$ cat src/verilog/msc_pkg.sv
// Purpose: Constants for the MAC statistics counter bank
// Assumes: AXI4-Lite register access, 32-bit data
// Notes: Offsets are byte addresses of aligned words
package msc_pkg;
  // ****************************************
  // Register offsets
  // ****************************************
  localparam logic [7:0] OFS_NET_CTRL = 8'h00;
  localparam logic [7:0] OFS_TYPE_ID = 8'h04;
  localparam logic [7:0] OFS_USER_IO = 8'h08;
  localparam logic [7:0] OFS_PAUSE_RX = 8'h10;
  localparam logic [7:0] OFS_TX_OK = 8'h14;
  localparam logic [7:0] OFS_ONE_COL = 8'h18;
  localparam logic [7:0] OFS_MULTI_COL = 8'h1C;
  localparam logic [7:0] OFS_RX_OK = 8'h20;
  localparam logic [7:0] OFS_CRC_ERR = 8'h24;
  localparam logic [7:0] OFS_ALIGN_ERR = 8'h28;
  localparam logic [7:0] OFS_DEFER = 8'h2C;
  localparam int ADDR_W = 8;
  // ****************************************
  // Field positions
  // ****************************************
  localparam int BIT_RX_ENABLE = 2;
  localparam int BIT_STATS_WRITE = 7;
  localparam int BIT_BIG_FRAMES = 8;
  localparam int BIT_RMII_SEL = 0;
  localparam int BIT_CLK_EN = 1;
  localparam int TYPE_ID_W = 16;
  localparam int NCNT = 8;
  localparam logic [31:0] RESET_ZERO = 32'h0000_0000;
  // ****************************************
  // Counter widths and frame lengths
  // ****************************************
  localparam int W_PAUSE = 16;
  localparam int W_TXOK = 24;
  localparam int W_ONECOL = 16;
  localparam int W_MULTICOL = 16;
  localparam int W_RXOK = 24;
  localparam int W_CRC = 8;
  localparam int W_ALIGN = 8;
  localparam int W_DEFER = 16;
  localparam logic [10:0] LEN_MIN = 11'h040;
  localparam logic [10:0] LEN_MAX = 11'h5EE;
  localparam logic [10:0] LEN_MAX_BIG = 11'h600;
  localparam logic [4:0] COL_MULTI_MAX = 5'h0F;
  localparam logic [1:0] RESP_OKAY = 2'h0;
  localparam logic [1:0] RESP_SLVERR = 2'h2;
endpackage

$ cat src/verilog/msc_stats.sv
// Purpose: Statistics counter bank and user I/O control of an Ethernet MAC
// Assumes: Frame event strobes are one-cycle pulses synchronous to clk_sys_in
// Notes: Counters clear on read and stick at all ones
//
// Design decisions made here: the placing of the registers and the AXI4-Lite interface to the registers.
`timescale 1ns/1ps
`default_nettype none

module msc_stats (
  input wire logic clk_sys_in,
  input wire logic rst_n_in,
  input wire logic [msc_pkg::ADDR_W-1:0] s_axi_awaddr_in,
  input wire logic s_axi_awvalid_in,
  output logic s_axi_awready_out,
  input wire logic [31:0] s_axi_wdata_in,
  input wire logic [3:0] s_axi_wstrb_in,
  input wire logic s_axi_wvalid_in,
  output logic s_axi_wready_out,
  output logic [1:0] s_axi_bresp_out,
  output logic s_axi_bvalid_out,
  input wire logic s_axi_bready_in,
  input wire logic [msc_pkg::ADDR_W-1:0] s_axi_araddr_in,
  input wire logic s_axi_arvalid_in,
  output logic s_axi_arready_out,
  output logic [31:0] s_axi_rdata_out,
  output logic [1:0] s_axi_rresp_out,
  output logic s_axi_rvalid_out,
  input wire logic s_axi_rready_in,
  input wire logic tx_done_in,
  input wire logic tx_underrun_in,
  input wire logic tx_retry_exceeded_in,
  input wire logic [4:0] tx_collisions_in,
  input wire logic tx_deferred_in,
  input wire logic rx_done_in,
  input wire logic [10:0] rx_length_in,
  input wire logic rx_whole_bytes_in,
  input wire logic rx_crc_bad_in,
  input wire logic rx_symbol_err_in,
  input wire logic rx_is_pause_in,
  input wire logic rx_copied_in,
  input wire logic [15:0] rx_type_field_in,
  output logic rx_type_match_out,
  output logic rmii_select_out,
  input wire logic phy_clk_in,
  output logic phy_clk_gated_out
);
  import msc_pkg::*;

  // ****************************************
  // Behaviour overview
  // ****************************************
  // Register map, all aligned 32-bit words
  // Network control word at the base
  // Type compare word next to it
  // User I/O word after that
  // Eight counters from the pause counter up
  // Unmapped words answer with a slave error
  // Unmapped reads return zero data
  //
  // Counter order inside the bank
  // Slot 0 good pause frames, 16 bits
  // Slot 1 frames sent ok, 24 bits
  // Slot 2 one collision frames, 16 bits
  // Slot 3 two to fifteen collisions, 16 bits
  // Slot 4 good frames copied, 24 bits
  // Slot 5 whole-byte CRC errors, 8 bits
  // Slot 6 odd-bit alignment errors, 8 bits
  // Slot 7 deferred first attempts, 16 bits
  //
  // Counter storage is a full word per slot
  // Only the low field width is ever nonzero
  // Masking on write keeps upper bits clear
  // Masking on read guards the upper bits too
  //
  // Frame strobes are single-cycle pulses
  // Qualifiers must be valid with the strobe
  // A strobe with no qualifier match is ignored
  // Receive counting waits for receive enable
  // Transmit counting is never gated
  //
  // Priority inside one counter slot
  // A counter write beats everything else
  // A read clear beats a plain increment
  // A frame on the read-clear cycle is kept as one
  // So no frame is lost across a read
  //
  // Limitation for software
  // A saturated counter hides further frames
  // Poll faster than the shortest fill time
  // The 8-bit error counters fill first at line rate
  //
  // Type compare result
  // Refreshed on every received frame strobe
  // Refreshed even while receive is disabled
  // Holds its value between frames
  //
  // Transceiver clock path
  // Gate is a plain AND with the enable bit
  // Enable changes only on system clock edges
  // A change mid-phase may clip one pulse
  // The transceiver tolerates a short pulse on enable

  // ****************************************
  // State
  // ****************************************
  typedef struct packed {
    logic [31:0] net_ctrl;
    logic [TYPE_ID_W-1:0] type_id;
    logic [1:0] user_io;
    logic [NCNT-1:0][31:0] cnt;
    logic aw_held;
    logic [ADDR_W-1:0] aw_addr;
    logic w_held;
    logic [31:0] w_data;
    logic [3:0] w_strb;
    logic bvalid;
    logic [1:0] bresp;
    logic rvalid;
    logic [31:0] rdata;
    logic [1:0] rresp;
    logic type_match;
  } msc_state_type;

  localparam int CW [NCNT] = '{W_PAUSE, W_TXOK, W_ONECOL, W_MULTICOL,
                               W_RXOK, W_CRC, W_ALIGN, W_DEFER};
  localparam logic [ADDR_W-1:0] COFS [NCNT] = '{OFS_PAUSE_RX, OFS_TX_OK,
    OFS_ONE_COL, OFS_MULTI_COL, OFS_RX_OK, OFS_CRC_ERR, OFS_ALIGN_ERR,
    OFS_DEFER};

  msc_state_type state_reg;
  msc_state_type state_next;
  logic [NCNT-1:0] event_hit;
  logic [NCNT-1:0] cnt_rd;
  logic [NCNT-1:0] cnt_wr;
  logic [NCNT-1:0][31:0] cnt_mask;
  logic [NCNT-1:0][31:0] cnt_step;
  logic rx_on;
  logic len_ok;
  logic rx_clean;
  logic tx_ok;
  logic wr_go;
  logic rd_go;
  logic [31:0] wr_val;
  logic [31:0] rd_val;
  logic rd_hit;
  logic wr_hit;

  // ****************************************
  // Frame event qualification
  // ****************************************
  // Length window widens when big frames are allowed
  assign len_ok = (rx_length_in >= LEN_MIN) &&
    (rx_length_in <= (state_reg.net_ctrl[BIT_BIG_FRAMES] ? LEN_MAX_BIG : LEN_MAX));
  assign rx_on = rx_done_in && state_reg.net_ctrl[BIT_RX_ENABLE];
  assign rx_clean = len_ok && !rx_crc_bad_in && !rx_symbol_err_in;
  assign tx_ok = tx_done_in && !tx_underrun_in && !tx_retry_exceeded_in;

  // Per-counter increment strobes
  always_comb begin
    event_hit = '0;
    event_hit[0] = rx_on && rx_is_pause_in && rx_clean;
    event_hit[1] = tx_ok;
    event_hit[2] = tx_ok && (tx_collisions_in == 5'h01);
    event_hit[3] = tx_ok && (tx_collisions_in >= 5'h02) &&
                   (tx_collisions_in <= COL_MULTI_MAX);
    event_hit[4] = rx_on && rx_copied_in && rx_clean;
    event_hit[5] = rx_on && len_ok && rx_whole_bytes_in &&
                   (rx_crc_bad_in || rx_symbol_err_in);
    event_hit[6] = rx_on && len_ok && !rx_whole_bytes_in &&
                   (rx_crc_bad_in || rx_symbol_err_in);
    event_hit[7] = tx_done_in && tx_deferred_in && !tx_underrun_in &&
                   (tx_collisions_in == 5'h00);
  end

  // ****************************************
  // Bus decode
  // ****************************************
  assign wr_go = state_reg.aw_held && state_reg.w_held && !state_reg.bvalid;
  assign rd_go = s_axi_arvalid_in && !state_reg.rvalid;
  assign s_axi_awready_out = !state_reg.aw_held;
  assign s_axi_wready_out = !state_reg.w_held;
  assign s_axi_arready_out = !state_reg.rvalid;

  // Byte-lane merge of write data
  always_comb begin
    wr_val = RESET_ZERO;
    for (int b = 0; b < 4; b++) begin
      wr_val[8*b +: 8] = state_reg.w_strb[b] ? state_reg.w_data[8*b +: 8] : 8'h00;
    end
  end

  // Per-counter masks, read and write selects
  genvar gi;
  generate
    for (gi = 0; gi < NCNT; gi++) begin : g_cnt
      assign cnt_mask[gi] = (32'h0000_0001 << CW[gi]) - 32'h0000_0001;
      assign cnt_rd[gi] = rd_go && (s_axi_araddr_in == COFS[gi]);
      assign cnt_wr[gi] = wr_go && (state_reg.aw_addr == COFS[gi]) &&
                          state_reg.net_ctrl[BIT_STATS_WRITE];
      // Step by one unless already all ones
      assign cnt_step[gi] = (state_reg.cnt[gi] == cnt_mask[gi]) ?
        state_reg.cnt[gi] : state_reg.cnt[gi] + 32'h0000_0001;
    end
  endgenerate

  // Read multiplexer
  always_comb begin
    rd_val = RESET_ZERO;
    rd_hit = 1'b1;
    unique case (s_axi_araddr_in)
      OFS_NET_CTRL: rd_val = state_reg.net_ctrl;
      OFS_TYPE_ID: rd_val = {16'h0000, state_reg.type_id};
      OFS_USER_IO: rd_val = {30'h0000_0000, state_reg.user_io};
      default: begin
        rd_hit = |cnt_rd;
        for (int i = 0; i < NCNT; i++) begin
          if (cnt_rd[i]) begin
            rd_val = state_reg.cnt[i] & cnt_mask[i];
          end
        end
      end
    endcase
  end

  // Write target check
  always_comb begin
    wr_hit = 1'b0;
    for (int i = 0; i < NCNT; i++) begin
      if (state_reg.aw_addr == COFS[i]) begin
        wr_hit = 1'b1;
      end
    end
    if (state_reg.aw_addr == OFS_NET_CTRL || state_reg.aw_addr == OFS_TYPE_ID ||
        state_reg.aw_addr == OFS_USER_IO) begin
      wr_hit = 1'b1;
    end
  end

  // ****************************************
  // Next-state logic
  // ****************************************
  always_comb begin
    state_next = state_reg;
    // Address and data capture in either order
    if (s_axi_awvalid_in && !state_reg.aw_held) begin
      state_next.aw_held = 1'b1;
      state_next.aw_addr = s_axi_awaddr_in;
    end
    if (s_axi_wvalid_in && !state_reg.w_held) begin
      state_next.w_held = 1'b1;
      state_next.w_data = s_axi_wdata_in;
      state_next.w_strb = s_axi_wstrb_in;
    end
    if (wr_go) begin
      state_next.aw_held = 1'b0;
      state_next.w_held = 1'b0;
      state_next.bvalid = 1'b1;
      state_next.bresp = wr_hit ? RESP_OKAY : RESP_SLVERR;
      unique case (state_reg.aw_addr)
        OFS_NET_CTRL: state_next.net_ctrl = wr_val;
        OFS_TYPE_ID: state_next.type_id = wr_val[TYPE_ID_W-1:0];
        OFS_USER_IO: state_next.user_io = wr_val[1:0];
        default: ;
      endcase
    end
    if (state_reg.bvalid && s_axi_bready_in) begin
      state_next.bvalid = 1'b0;
    end
    if (rd_go) begin
      state_next.rvalid = 1'b1;
      state_next.rdata = rd_val;
      state_next.rresp = rd_hit ? RESP_OKAY : RESP_SLVERR;
    end
    if (state_reg.rvalid && s_axi_rready_in) begin
      state_next.rvalid = 1'b0;
    end
    // Counter update: write, then clear on read, then event
    for (int i = 0; i < NCNT; i++) begin
      if (cnt_wr[i]) begin
        state_next.cnt[i] = wr_val & cnt_mask[i];
      end else if (cnt_rd[i]) begin
        state_next.cnt[i] = event_hit[i] ? 32'h0000_0001 : RESET_ZERO;
      end else if (event_hit[i]) begin
        state_next.cnt[i] = cnt_step[i];
      end
    end
    // Type field comparison per received frame
    if (rx_done_in) begin
      state_next.type_match = (rx_type_field_in == state_reg.type_id);
    end
  end

  // ****************************************
  // Bus timing summary
  // ****************************************
  // Write address and data are taken in either order
  // Each ready drops once its channel is held
  // The response is raised one edge after both are held
  // The response stands until bready is seen high
  // A new write waits for the old response to go
  //
  // The read address is taken while no data stands
  // Read data is registered at the address edge
  // Read data stands until rready is seen high
  // Address ready follows the data valid inverted
  //
  // Read clear happens at the address edge
  // The value returned is the value before clear
  // Software sees each frame exactly once until the counter saturates
  //
  // Write gating for counters
  // Control bit seven opens counter writes
  // A closed gate still answers okay
  // The stored count then stays untouched
  //
  // Byte strobes
  // Unstrobed bytes are written as zero
  // Partial writes therefore clear other bytes
  // Software should write whole words
  //
  // Reset
  // Every state bit returns to zero
  // Both valids fall, all readies rise
  // The transceiver clock is gated off
  // MII operation is selected again
  //
  // Hazards avoided
  // No output depends on bus inputs combinationally
  // except the three readies from held flags
  // Counters never wrap, so no false small value
  // Length window uses the stored big-frame bit
  // Frames over the window are never counted here
  //
  // State register
  always_ff @(posedge clk_sys_in or negedge rst_n_in) begin
    if (!rst_n_in) begin
      state_reg <= '0;
    end else begin
      state_reg <= state_next;
    end
  end

  // ****************************************
  // Outputs
  // ****************************************
  assign s_axi_bvalid_out = state_reg.bvalid;
  assign s_axi_bresp_out = state_reg.bresp;
  assign s_axi_rvalid_out = state_reg.rvalid;
  assign s_axi_rdata_out = state_reg.rdata;
  assign s_axi_rresp_out = state_reg.rresp;
  assign rx_type_match_out = state_reg.type_match;
  assign rmii_select_out = state_reg.user_io[BIT_RMII_SEL];
  assign phy_clk_gated_out = phy_clk_in & state_reg.user_io[BIT_CLK_EN];

endmodule // msc_stats

`default_nettype wire

$ cat config.mk
export PLATFORM = sky130hd
export DESIGN_NAME = msc_stats
export DESIGN_NICKNAME = d
export VERILOG_FILES = /design/src/verilog/msc_pkg.sv /design/src/verilog/msc_stats.sv
export SDC_FILE = /design/constraint.sdc
export NUM_CORES = 1
export LEC_CHECK = 0
export ABC_AREA = 1
export BUFFER_PORTS_ARGS = -buffer_cell sky130_fd_sc_hd__clkbuf_2
export CORE_ASPECT_RATIO = 2
export CORE_MARGIN = 2
export CORE_UTILIZATION = 57
export DETAILED_ROUTE_END_ITERATION = 7
export HOLD_SLACK_MARGIN = 0.15
export PLACE_DENSITY = 0.76
export SLEW_MARGIN = 10
export SYNTH_ARGS = -nofsm -noshare
export SYNTH_HDL_FRONTEND = slang
export SYNTH_SLANG_ARGS = --single-unit
$ cat constraint.sdc
create_clock -name clk_sys_in -period 1.9 [get_ports clk_sys_in]
set_input_delay 0.38 -clock clk_sys_in [delete_from_list [all_inputs] [get_ports clk_sys_in]]
set_output_delay 0.38 -clock clk_sys_in [all_outputs]
set_load 0.01 [all_outputs]
## Yosys cells after proc, flatten, opt, wreduce, memory -nomap -nowiden

Cells that the tools add are included.

- Register bits after elaboration: 391

- Add/sub/neg operators: 8
- Reduce and logical (&&, ||, !) cells: 92
- Bitwise gates (word level): 1
- Magnitude comparators: 4
- Muxes and demuxes: 74
- Equality and inequality tests: 38

Operators with widths:

| cell | number |
|---|---|
| $mux 32 | 39 |
| $add 32x1->32 const B | 8 |
| $eq 32x16->1 const B | 4 |
| $pmux 32 s3 | 1 |
| $eq 32x24->1 const B | 2 |
| $eq 32x8->1 const B | 2 |
| $eq 8x5->1 const B | 8 |
| $eq 8x6->1 const B | 8 |
| $logic_and 1x1->1 | 52 |
| $mux 37 | 1 |
| $mux 35 | 1 |
| $mux 8 | 4 |
| $ne 3x3->1 const B | 8 |
| $reduce_bool 3->1 | 8 |
| $mux 1 | 22 |
| $reduce_and 2->1 | 11 |
| $eq 16x16->1 | 1 |
| $eq 8x3->1 const B | 2 |
| $eq 8x4->1 const B | 2 |
| $logic_not 8->1 | 2 |
| $mux 16 | 1 |
| $ge 11x7->1 const B | 1 |
| $le 11x11->1 | 1 |
| $mux 10 | 1 |
| 13 further kinds | 27 |

## Depth between registers and ports, before layout

Gate-level depths: netlist of run 1.

- Word-level depth: 14
- Mapped depth: 15
- Gate-level depth less buffers: 13

## Least setup slack after synthesis of run 1

No wires, ideal clock.

- Path type: flip-flop to flip-flop
- From: reg state_reg[149] (netlist name)
- To: reg state_reg[172] (netlist name)
- Path buffers: 2
- Path slack: -0.159 ns
- Clock period less this slack: 2.059 ns
- Data required time: 1.835 ns
- Data arrival time: 1.994 ns
- Cell stages (with the launch flop): 16
- Cells stage by stage: dfrtp_1 > ha_1 > nand3_1 > inv_1 > nand2_1 > nor2_1 > nand2_1 > nor3b_1 > nand2_1 > nand2_1 > nand2_4 > inv_2 > buf_6 > buf_6 > nand2_1 > nand2_1

- Longest elaborated chain between the ends: 5
- Elaborated cells between the ends (all ways): 8

RTL lines:

| item | RTL line | RTL |
|---|---|---|
| from (decl) | msc_stats.sv:130 | `msc_state_type state_reg;` |
| from (signal assigned) | msc_stats.sv:339 | `state_reg <= state_next;` |
| $add 32x1->32 | msc_stats.sv:202 | `state_reg.cnt[gi] : state_reg.cnt[gi] + 32'h0000_0001;` |
| $mux 32 | msc_stats.sv:201 | `assign cnt_step[gi] = (state_reg.cnt[gi] == cnt_mask[gi]) ?` |
| $mux 32 | msc_stats.sv:283 | `end else if (event_hit[i]) begin` |
| $mux 32 | msc_stats.sv:281 | `end else if (cnt_rd[i]) begin` |
| $mux 32 | msc_stats.sv:279 | `if (cnt_wr[i]) begin` |

Several ways; a longest one is shown, not always the timed one. The select of a mux whose other input is x is not followed.
A chain may end at the register's enable or synchronous reset.

## Worst setup path after layout of run 1

- From: reg state_reg[367] (netlist name)
- To: reg state_reg[86] (netlist name)

- Longest elaborated chain between the ends: 8

RTL lines:

| item | RTL line | RTL |
|---|---|---|
| $mux 10 | msc_stats.sv:153 | `(rx_length_in <= (state_reg.net_ctrl[BIT_BIG_FRAMES] ? LEN_MAX_BIG : LEN_MAX));` |
| $le 11x11->1 | msc_stats.sv:153 |  |
| $logic_and 1x1->1 | msc_stats.sv:152 | `assign len_ok = (rx_length_in >= LEN_MIN) &&` |
| $logic_and 1x1->1 (2 in a row) | msc_stats.sv:155 | `assign rx_clean = len_ok && !rx_crc_bad_in && !rx_symbol_err_in;` |
| $logic_and 1x1->1 | msc_stats.sv:161 | `event_hit[0] = rx_on && rx_is_pause_in && rx_clean;` |
| $reduce_bool 3->1 (no source line) | n/a |  |
| $reduce_and 2->1 (no source line) | n/a |  |

No other way between the ends.

==> impl_metrics.prom, run 1 <==
# TYPE chip_impl_metric gauge
chip_impl_info{name="highest-signal-layer",value="met5"} 1
chip_impl_metric{name="placement_rows",unit=""} 111
chip_impl_metric{name="avgSynthCellArea",unit="um^2"} 6.86
chip_impl_info{name="post_synth_main_area_contributors",value="sky130_fd_sc_hd__dfrtp_1 37%, sky130_fd_sc_hd__nand2_1 16%, sky130_fd_sc_hd__nand3_1 6.8%"} 1
chip_impl_metric{name="die_h",unit="um"} 308
chip_impl_metric{name="met2WireLength",unit="mm"} 55.3
chip_impl_metric{name="finalHoldViolations",unit=""} 0
chip_impl_metric{name="start_util",unit=""} 0.577
chip_impl_info{name="cts_tree",value="done"} 1
chip_impl_metric{name="number_of_i_o_pins",unit=""} 146
chip_impl_metric{name="grt_overflow",unit=""} 0
chip_impl_info{name="failing_checks",value="setup timing"} 1
chip_impl_metric{name="first_global_vias",unit=""} 31831
chip_impl_metric{name="setup-violations-final",unit=""} 289
chip_impl_metric{name="chipWidth",unit="um"} 156
chip_impl_metric{name="power.share.sequential",unit=""} 0.329
chip_impl_metric{name="ir_worst_vdd",unit="mV"} 1.14
chip_impl_metric{name="ys.warnings.count",unit=""} 0
chip_impl_metric{name="critical_path.max_stage_delay",unit="ns"} 0.51
chip_impl_metric{name="gp_routability_congestion",unit=""} 1.17
chip_impl_metric{name="path_max_fanout",unit=""} 16
chip_impl_metric{name="pre_cts_ws",unit="ns"} -0.412
chip_impl_metric{name="lkg_pwr",unit="nW"} 17.3
chip_impl_metric{name="swShare",unit=""} 0.417
chip_impl_metric{name="dp_cells",unit=""} 4912
chip_impl_metric{name="share_of_async_settable_or_async_resettable_flops_after_synthesis",unit=""} 1.00
chip_impl_metric{name="placedInstanceArea",unit="um^2"} 31600
chip_impl_info{name="path_class",value="reg2reg"} 1
chip_impl_info{name="synth.top_cells.by_count",value="1089 x sky130_fd_sc_hd__nand2_1, 389 x sky130_fd_sc_hd__dfrtp_1, 376 x sky130_fd_sc_hd__nor2_1"} 1
chip_impl_metric{name="finalMaxSlewViolations",unit=""} 0
chip_impl_metric{name="first_pass_grt_wire_length",unit="mm"} 176
chip_impl_info{name="crit_path_end_kind",value="flip-flop"} 1
chip_impl_metric{name="final_util",unit=""} 0.763
chip_impl_info{name="ys.flop_type",value="sky130_fd_sc_hd__dfrtp_1"} 1
chip_impl_metric{name="routed_wire_length_per_instance",unit="um"} 22.8
chip_impl_metric{name="post_synth_inst_count",unit=""} 3841
chip_impl_metric{name="yosysSeqAreaShare",unit=""} 0.369
chip_impl_metric{name="post_route_cells_drive_above_1_share",unit=""} 0.231
chip_impl_metric{name="floorplan.core_area",unit="um^2"} 45700
chip_impl_metric{name="largest_register_ff_count",unit=""} 351
chip_impl_metric{name="port_buffers",unit=""} 143
chip_impl_info{name="critPathLaunchType",value="flip-flop"} 1
chip_impl_metric{name="drt_wl_total",unit="mm"} 116
chip_impl_metric{name="drc_errors",unit=""} 0
chip_impl_metric{name="synthDistinctLibCells",unit=""} 53
chip_impl_metric{name="clock_tree.buffer_depth",unit=""} 3
chip_impl_info{name="status",value="complete, but fails checks"} 1
chip_impl_info{name="cpLargestDelayFamily",value="simple AND/OR/NAND/NOR gates"} 1
chip_impl_info{name="cts_root_buf",value="sky130_fd_sc_hd__clkbuf_16"} 1
chip_impl_metric{name="cts-htree-levels",unit=""} 2
chip_impl_metric{name="synth-edff-count",unit=""} 0
chip_impl_metric{name="timing.slew.headroom",unit=""} 0.466
chip_impl_metric{name="post-layout-total-power",unit="mW"} 32.9
chip_impl_metric{name="largest_net_degree_at_the_start_of_global_routing",unit=""} 73
chip_impl_metric{name="num_vias",unit=""} 31468
chip_impl_info{name="min-delay-path-class",value="in2reg"} 1
chip_impl_metric{name="netlist_area",unit="um^2"} 26400
chip_impl_metric{name="place_hpwl",unit="mm"} 82.6
chip_impl_metric{name="timing.max_cap.violations",unit=""} 0
chip_impl_metric{name="power.share.clock",unit=""} 0.252
chip_impl_metric{name="antenna_found_initial",unit=""} 5
chip_impl_metric{name="cp.required",unit="ns"} 2.35
chip_impl_metric{name="drt.antenna.violating_nets",unit=""} 0
chip_impl_metric{name="period_share",unit=""} 1.32
chip_impl_metric{name="instances_no_fill",unit=""} 5088
chip_impl_metric{name="finalNetCount",unit=""} 4605
chip_impl_metric{name="wl_met1",unit="mm"} 35.4
chip_impl_metric{name="vias_cell",unit=""} 6.18
chip_impl_metric{name="finalInstanceArea",unit="um^2"} 34900
chip_impl_metric{name="clock_edge_transition_at_the_registers_on_the_reported_setup_and_hold_paths",unit="ns"} 0.07
chip_impl_info{name="grt_setup_unrepaired",value="yes"} 1
chip_impl_metric{name="finalCriticalPeriod",unit="ns"} 2.51
chip_impl_info{name="synth_top_area_cell",value="sky130_fd_sc_hd__dfrtp_1"} 1
chip_impl_metric{name="grt_util_all_layers",unit=""} 0.484
chip_impl_info{name="worstPathCellList",value="ha_1, inv_1, nor3_2, nand3_2, buf_4, nand2_4, nand4_1, o21ai_4, buf_6, clkbuf_16, o21ai_0"} 1
chip_impl_metric{name="internal_power",unit="mW"} 19.2
chip_impl_metric{name="numCtsBuffers",unit=""} 40
chip_impl_metric{name="total_power_divided_by_cell_area",unit="nW/um^2"} 943
chip_impl_metric{name="power_frac_comb",unit=""} 0.419
chip_impl_metric{name="yosysTopAreaCellShare",unit=""} 0.369
chip_impl_info{name="critical_path_slowest_stage_cell",value="sky130_fd_sc_hd__dfrtp_2"} 1
chip_impl_metric{name="postLayoutSetupSlackWorst",unit="ns"} -0.610
chip_impl_metric{name="tightest_slew",unit="ns"} 0.793
chip_impl_metric{name="synthesized_flop_and_latch_total",unit=""} 389
chip_impl_metric{name="fp.dieArea",unit="um^2"} 48100
chip_impl_metric{name="worstSkewPairLatency",unit="ns"} 0.61
chip_impl_metric{name="drt-initial-drc-count",unit=""} 2956
chip_impl_metric{name="skew",unit="ns"} 0.0463
chip_impl_metric{name="drtPass1Iterations",unit=""} 8
chip_impl_metric{name="crit_buf_inv",unit=""} 4
chip_impl_metric{name="switchingPower",unit="mW"} 13.7
chip_impl_metric{name="clkSinkCount",unit=""} 389
chip_impl_metric{name="fmax",unit="GHz"} 0.398
chip_impl_info{name="synth_most_common_cell",value="sky130_fd_sc_hd__nand2_1"} 1
chip_impl_metric{name="worstPathArrival",unit="ns"} 2.96
chip_impl_metric{name="area_delta_synth_final",unit="%"} 32.2
chip_impl_metric{name="routed-wl-met3",unit="mm"} 10.4
worst paths after layout:
path | from | end | slack (ns) | cells past startpoint
max | state_reg[367] | state_reg[86] | -0.61 | 11
min | rx_whole_bytes_in | state_reg[245] | 0.21 | 5
max reg2reg | state_reg[367] | state_reg[86] | -0.61 | 11
min reg2reg | s_axi_rdata_out[7] | s_axi_rdata_out[7] | 0.49 | 2
max in group asynchronous | rst_n_in | state_reg[305] | 0.84 | 3
min in group asynchronous | rst_n_in | state_reg[175] | 0.27 | 2
layout by cell type (no fill, tap or decap), drive strengths merged, types with 28 or more instances in the layout:
cell and n:
nor3 201, nor2 379, xnor2 35, nand3 358, mux2 41, dlygate4sd3 48
buf 583, o21ai 316, nand2 1100, inv 387, o22ai 86, clkbuf 194
a21oi 42, xor2 97, nor4 28, nand4 99, dfrtp 389
kinds of logic after synthesis:
group / share of synthesized area
XOR/XNOR: 0.0439
flip-flops: 0.369
adder cells (fa/ha/maj): 0.00759
multiplexers: 0.0175
AO/OA/AOI/OAI: 0.106
AND/OR/NAND/NOR: 0.364
buffers and inverters: 0.0914
other: 0.000142
metal layers:
metal | track usage | up-vias
li1 | - | 13991
met1 | 0.457 | 14603
met2 | 0.811 | 1942
met3 | 0.138 | 930
met4 | 0.491 | 2
met5 | 0 | -
cell type report:
type	count	area (um^2)
Sequential cell	389	9740
Fill cell	3563	10800
Antenna cell	6	15.0
Timing Repair Buffer	775	6700
Tap cell	565	707
Inverter	388	1490
Clock buffer	51	1110
Clock inverter	21	210
Multi-Input combinational cell	2893	14900
stage by stage:
stage	hold slack, ns	setup TNS, ns
after CTS	0.195	-55.47
after floorplan	0.0844	-5.28
after global routing	0.225	-111.92
after detailed placement	0.275	-78.13
after global placement	0.274	-70.30
final	0.211	-84.30
power groups by stage:
stage                     combinational (mW)  sequential (mW)  clock, mW
after floorplan                         6.63             10.5          0
after global placement                  12.4             10.8          0
after detailed placement                12.5             10.8          0
after CTS                               12.9             10.7       8.27
after global routing                    14.6             10.9       8.60
final                                   13.8             10.8       8.29
tightest hold or removal path, stage by stage:
cell	delay (ns)
sky130_fd_sc_hd__clkbuf_2	0.10
sky130_fd_sc_hd__nand4_1	0.08
sky130_fd_sc_hd__o21bai_1	0.07
sky130_fd_sc_hd__nand2_1	0.06
sky130_fd_sc_hd__nand2_1	0.05
timing repair:
item / CTS / global route
gates cloned: 17 / 1
pin swaps: 39 / 12
hold buffers: 48 / 0
endpoints found under the setup margin: 286 / 324
resized for setup: 164 / 39
hold endpoints to repair: 436 / 0
setup buffers: 33 / 0
Power figures use the tool's default switching activity.
==> run 2: changes to the inputs <==
CORE_UTILIZATION = 50   (was 57)
PLACE_DENSITY = 0.68   (was 0.76)
==> run 2 against run 1 <==
The run still ends with setup timing left. Sequential power hardly changed. Sequential cell count is the same. Via count decreased by 4.4%. Critical path depth is 2 higher. Critical endpoint is now state_reg[300]. Largest cell class unchanged. Largest power group unchanged.
==> impl_metrics.prom, run 2 (same netlist as run 1, synthesis figures left out) <==
# TYPE chip_impl_metric gauge
chip_impl_metric{name="fmax",unit="GHz"} 0.414
chip_impl_metric{name="postLayoutSetupSlackWorst",unit="ns"} -0.516
chip_impl_metric{name="first_global_vias",unit=""} 30061
chip_impl_metric{name="setup-violations-final",unit=""} 268
chip_impl_metric{name="numCtsBuffers",unit=""} 40
chip_impl_metric{name="grt_overflow",unit=""} 0
chip_impl_metric{name="grt_util_all_layers",unit=""} 0.417
chip_impl_metric{name="finalCriticalPeriod",unit="ns"} 2.42
chip_impl_metric{name="tightest_slew",unit="ns"} 0.545
chip_impl_metric{name="number_of_i_o_pins",unit=""} 146
chip_impl_metric{name="drtPass1Iterations",unit=""} 7
chip_impl_info{name="critical_path_slowest_stage_cell",value="sky130_fd_sc_hd__dfrtp_2"} 1
chip_impl_metric{name="finalHoldViolations",unit=""} 0
chip_impl_metric{name="timing.max_cap.violations",unit=""} 0
chip_impl_info{name="worstPathCellList",value="inv_4, ha_4, nand2_4, a21oi_2, nor2_1, nand3_2, nand2_4, nand4_1, buf_6, o21ai_4, buf_12, clkbuf_16, o21ai_0"} 1
chip_impl_metric{name="first_pass_grt_wire_length",unit="mm"} 174
chip_impl_metric{name="largest_net_degree_at_the_start_of_global_routing",unit=""} 66
chip_impl_info{name="grt_setup_unrepaired",value="yes"} 1
chip_impl_metric{name="port_buffers",unit=""} 143
chip_impl_metric{name="clkSinkCount",unit=""} 389
chip_impl_info{name="status",value="complete, but fails checks"} 1
chip_impl_metric{name="fp.dieArea",unit="um^2"} 54700
chip_impl_metric{name="lkg_pwr",unit="nW"} 17.3
chip_impl_metric{name="setup-tns-final",unit="ns"} -69.75
chip_impl_metric{name="largest_register_ff_count",unit=""} 351
chip_impl_info{name="most_common_cell_after_layout_fill_and_taps_aside",value="sky130_fd_sc_hd__nand2_1"} 1
chip_impl_metric{name="num_vias",unit=""} 30076
chip_impl_info{name="critical_path.most_common_cell",value="sky130_fd_sc_hd__nand2_4"} 1
chip_impl_metric{name="worstSkewPairLatency",unit="ns"} 0.60
chip_impl_metric{name="drc_errors",unit=""} 0
chip_impl_metric{name="placement_rows",unit=""} 119
chip_impl_metric{name="clock_tree.buffer_depth",unit=""} 3
chip_impl_info{name="critPathCapture",value="state_reg[300]"} 1
chip_impl_metric{name="floorplan.core_area",unit="um^2"} 52400
chip_impl_metric{name="cts-htree-levels",unit=""} 2
chip_impl_metric{name="timing.slew.headroom",unit=""} 0.637
chip_impl_info{name="critPathLaunchType",value="flip-flop"} 1
chip_impl_info{name="cts_root_buf",value="sky130_fd_sc_hd__clkbuf_16"} 1
chip_impl_metric{name="clock_edge_transition_at_the_registers_on_the_reported_setup_and_hold_paths",unit="ns"} 0.07
chip_impl_metric{name="vias_cell",unit=""} 5.80
chip_impl_info{name="cts_tree",value="done"} 1
chip_impl_metric{name="post_route_cells_drive_above_1_share",unit=""} 0.229
chip_impl_metric{name="gp_routability_congestion",unit=""} 1.10
chip_impl_metric{name="r2r.worst_path.cells",unit=""} 13
chip_impl_info{name="failing_checks",value="setup timing"} 1
chip_impl_metric{name="place_hpwl",unit="mm"} 88.0
chip_impl_metric{name="worstPathArrival",unit="ns"} 2.86
chip_impl_metric{name="drt_wl_total",unit="mm"} 117
chip_impl_metric{name="cp.required",unit="ns"} 2.34
chip_impl_metric{name="area_delta_synth_final",unit="%"} 31.8
chip_impl_metric{name="period_share",unit=""} 1.27
chip_impl_info{name="min-delay-path-class",value="in2reg"} 1
chip_impl_metric{name="path_max_fanout",unit=""} 15
chip_impl_metric{name="drt.antenna.violating_nets",unit=""} 0
chip_impl_metric{name="chipWidth",unit="um"} 166
chip_impl_metric{name="routed_wire_length_per_instance",unit="um"} 22.5
chip_impl_info{name="critical_path.startpoint",value="state_reg[367]"} 1
chip_impl_metric{name="antenna_found_initial",unit=""} 5
chip_impl_info{name="mostFrequentLayoutCells",value="1052 x sky130_fd_sc_hd__nand2_1, 505 x sky130_fd_sc_hd__buf_4, 387 x sky130_fd_sc_hd__dfrtp_1"} 1
chip_impl_metric{name="critical_path.max_stage_delay",unit="ns"} 0.55
chip_impl_metric{name="finalMaxSlewViolations",unit=""} 0
chip_impl_metric{name="total_power_divided_by_cell_area",unit="nW/um^2"} 936
chip_impl_metric{name="skew",unit="ns"} 0.0311
chip_impl_info{name="path_class",value="reg2reg"} 1
chip_impl_info{name="r2r-start",value="state_reg[367]"} 1
chip_impl_metric{name="reg2reg_slack",unit="ns"} -0.52
chip_impl_info{name="crit_path_end_kind",value="flip-flop"} 1
chip_impl_info{name="worst_r2r_endpoint",value="state_reg[300]"} 1
chip_impl_metric{name="finalNetCount",unit=""} 4607
chip_impl_metric{name="die_h",unit="um"} 329
chip_impl_metric{name="ir_worst_vdd",unit="mV"} 1.01
chip_impl_metric{name="finalInstanceArea",unit="um^2"} 34700
chip_impl_metric{name="drt-initial-drc-count",unit=""} 2590
chip_impl_metric{name="start_util",unit=""} 0.503
chip_impl_metric{name="placedInstanceArea",unit="um^2"} 32000
chip_impl_metric{name="post-layout-total-power",unit="mW"} 32.5
run 2: cell types whose count changed in the layout (fill, tap and decap cells not counted), sizes merged:
cell | previous run | this run
buf | 583 | 581
bufbuf | 1 | 0
bufinv | 2 | 3
clkbuf | 194 | 196
clkinv | 19 | 15
clkinvlp | 1 | 4
diode | 6 | 1
dlygate4sd3 | 48 | 49
inv | 387 | 386
nand2 | 1100 | 1101
run 2: critical path: cells and delay by family, from the launching register on:
kind | cells | cell delay [ns]
fa+ha+maj | 1 | 0.23
buf+inv | 4 | 0.59
compound gates | 3 | 0.29
flops | 1 | 0.55
simple gates | 5 | 0.58
run 2: area by class of cell:
class,instances,area [um^2]
tap,665,832
antenna,1,2.50
clock buffer,50,1100
timing repair buffer,776,6410
multi-input combinational,2894,15000
inverter,388,1490
clock inverter,20,209
sequential,389,9740
fill,4797,17700
run 2: layer usage:
layer,wire length (um),vias to the layer above,GRT usage
li1,-,13950,-
met1,39000,14157,0.421
met2,56900,1377,0.727
met3,7450,582,0.0812
met4,13200,10,0.372
met5,68,-,0
run 2: worst min-delay path by stage:
stage          slack, ns           endpoint           startpoint  depth (start not counted)
2_1_floorplan       0.08    rmii_select_out             rst_n_in                          0
3_3_place_gp        0.30     state_reg[242]             rst_n_in                          1
3_5_place_dp        0.30     state_reg[242]             rst_n_in                          1
4_1_cts             0.21  rx_type_match_out  rx_type_field_in[0]                          6
5_1_grt             0.29     state_reg[242]             rst_n_in                          2
6_report            0.21  rx_type_match_out  rx_type_field_in[0]                          6
run 2: repair_timing:
action / 4_1_cts / 5_1_grt
hold buffers: 49 / 0
cloned: 4 / 7
endpoints found under the setup margin: 279 / 312
setup buffers: 2 / 9
pin swaps: 9 / 23
gates resized for setup: 66 / 148
hold endpoints to repair: 320 / 0
run 2: power by group:
part           switching (mW)  internal, mW
registers                1.33          9.57
clock network            3.79          4.55
logic                    8.37          4.93
run 2: through the flow:
step | worst slack, ns | cells | util | hold WS [ns]
floorplan | -0.0764 | 3842 | - | 0.0844
global placement | -0.480 | 5042 | 0.610 | 0.300
detailed placement | -0.510 | 5042 | 0.610 | 0.301
CTS | -0.441 | 5167 | 0.651 | 0.207
global route | -0.594 | 5182 | 0.663 | 0.285
finish | -0.516 | 5183 | 0.663 | 0.208
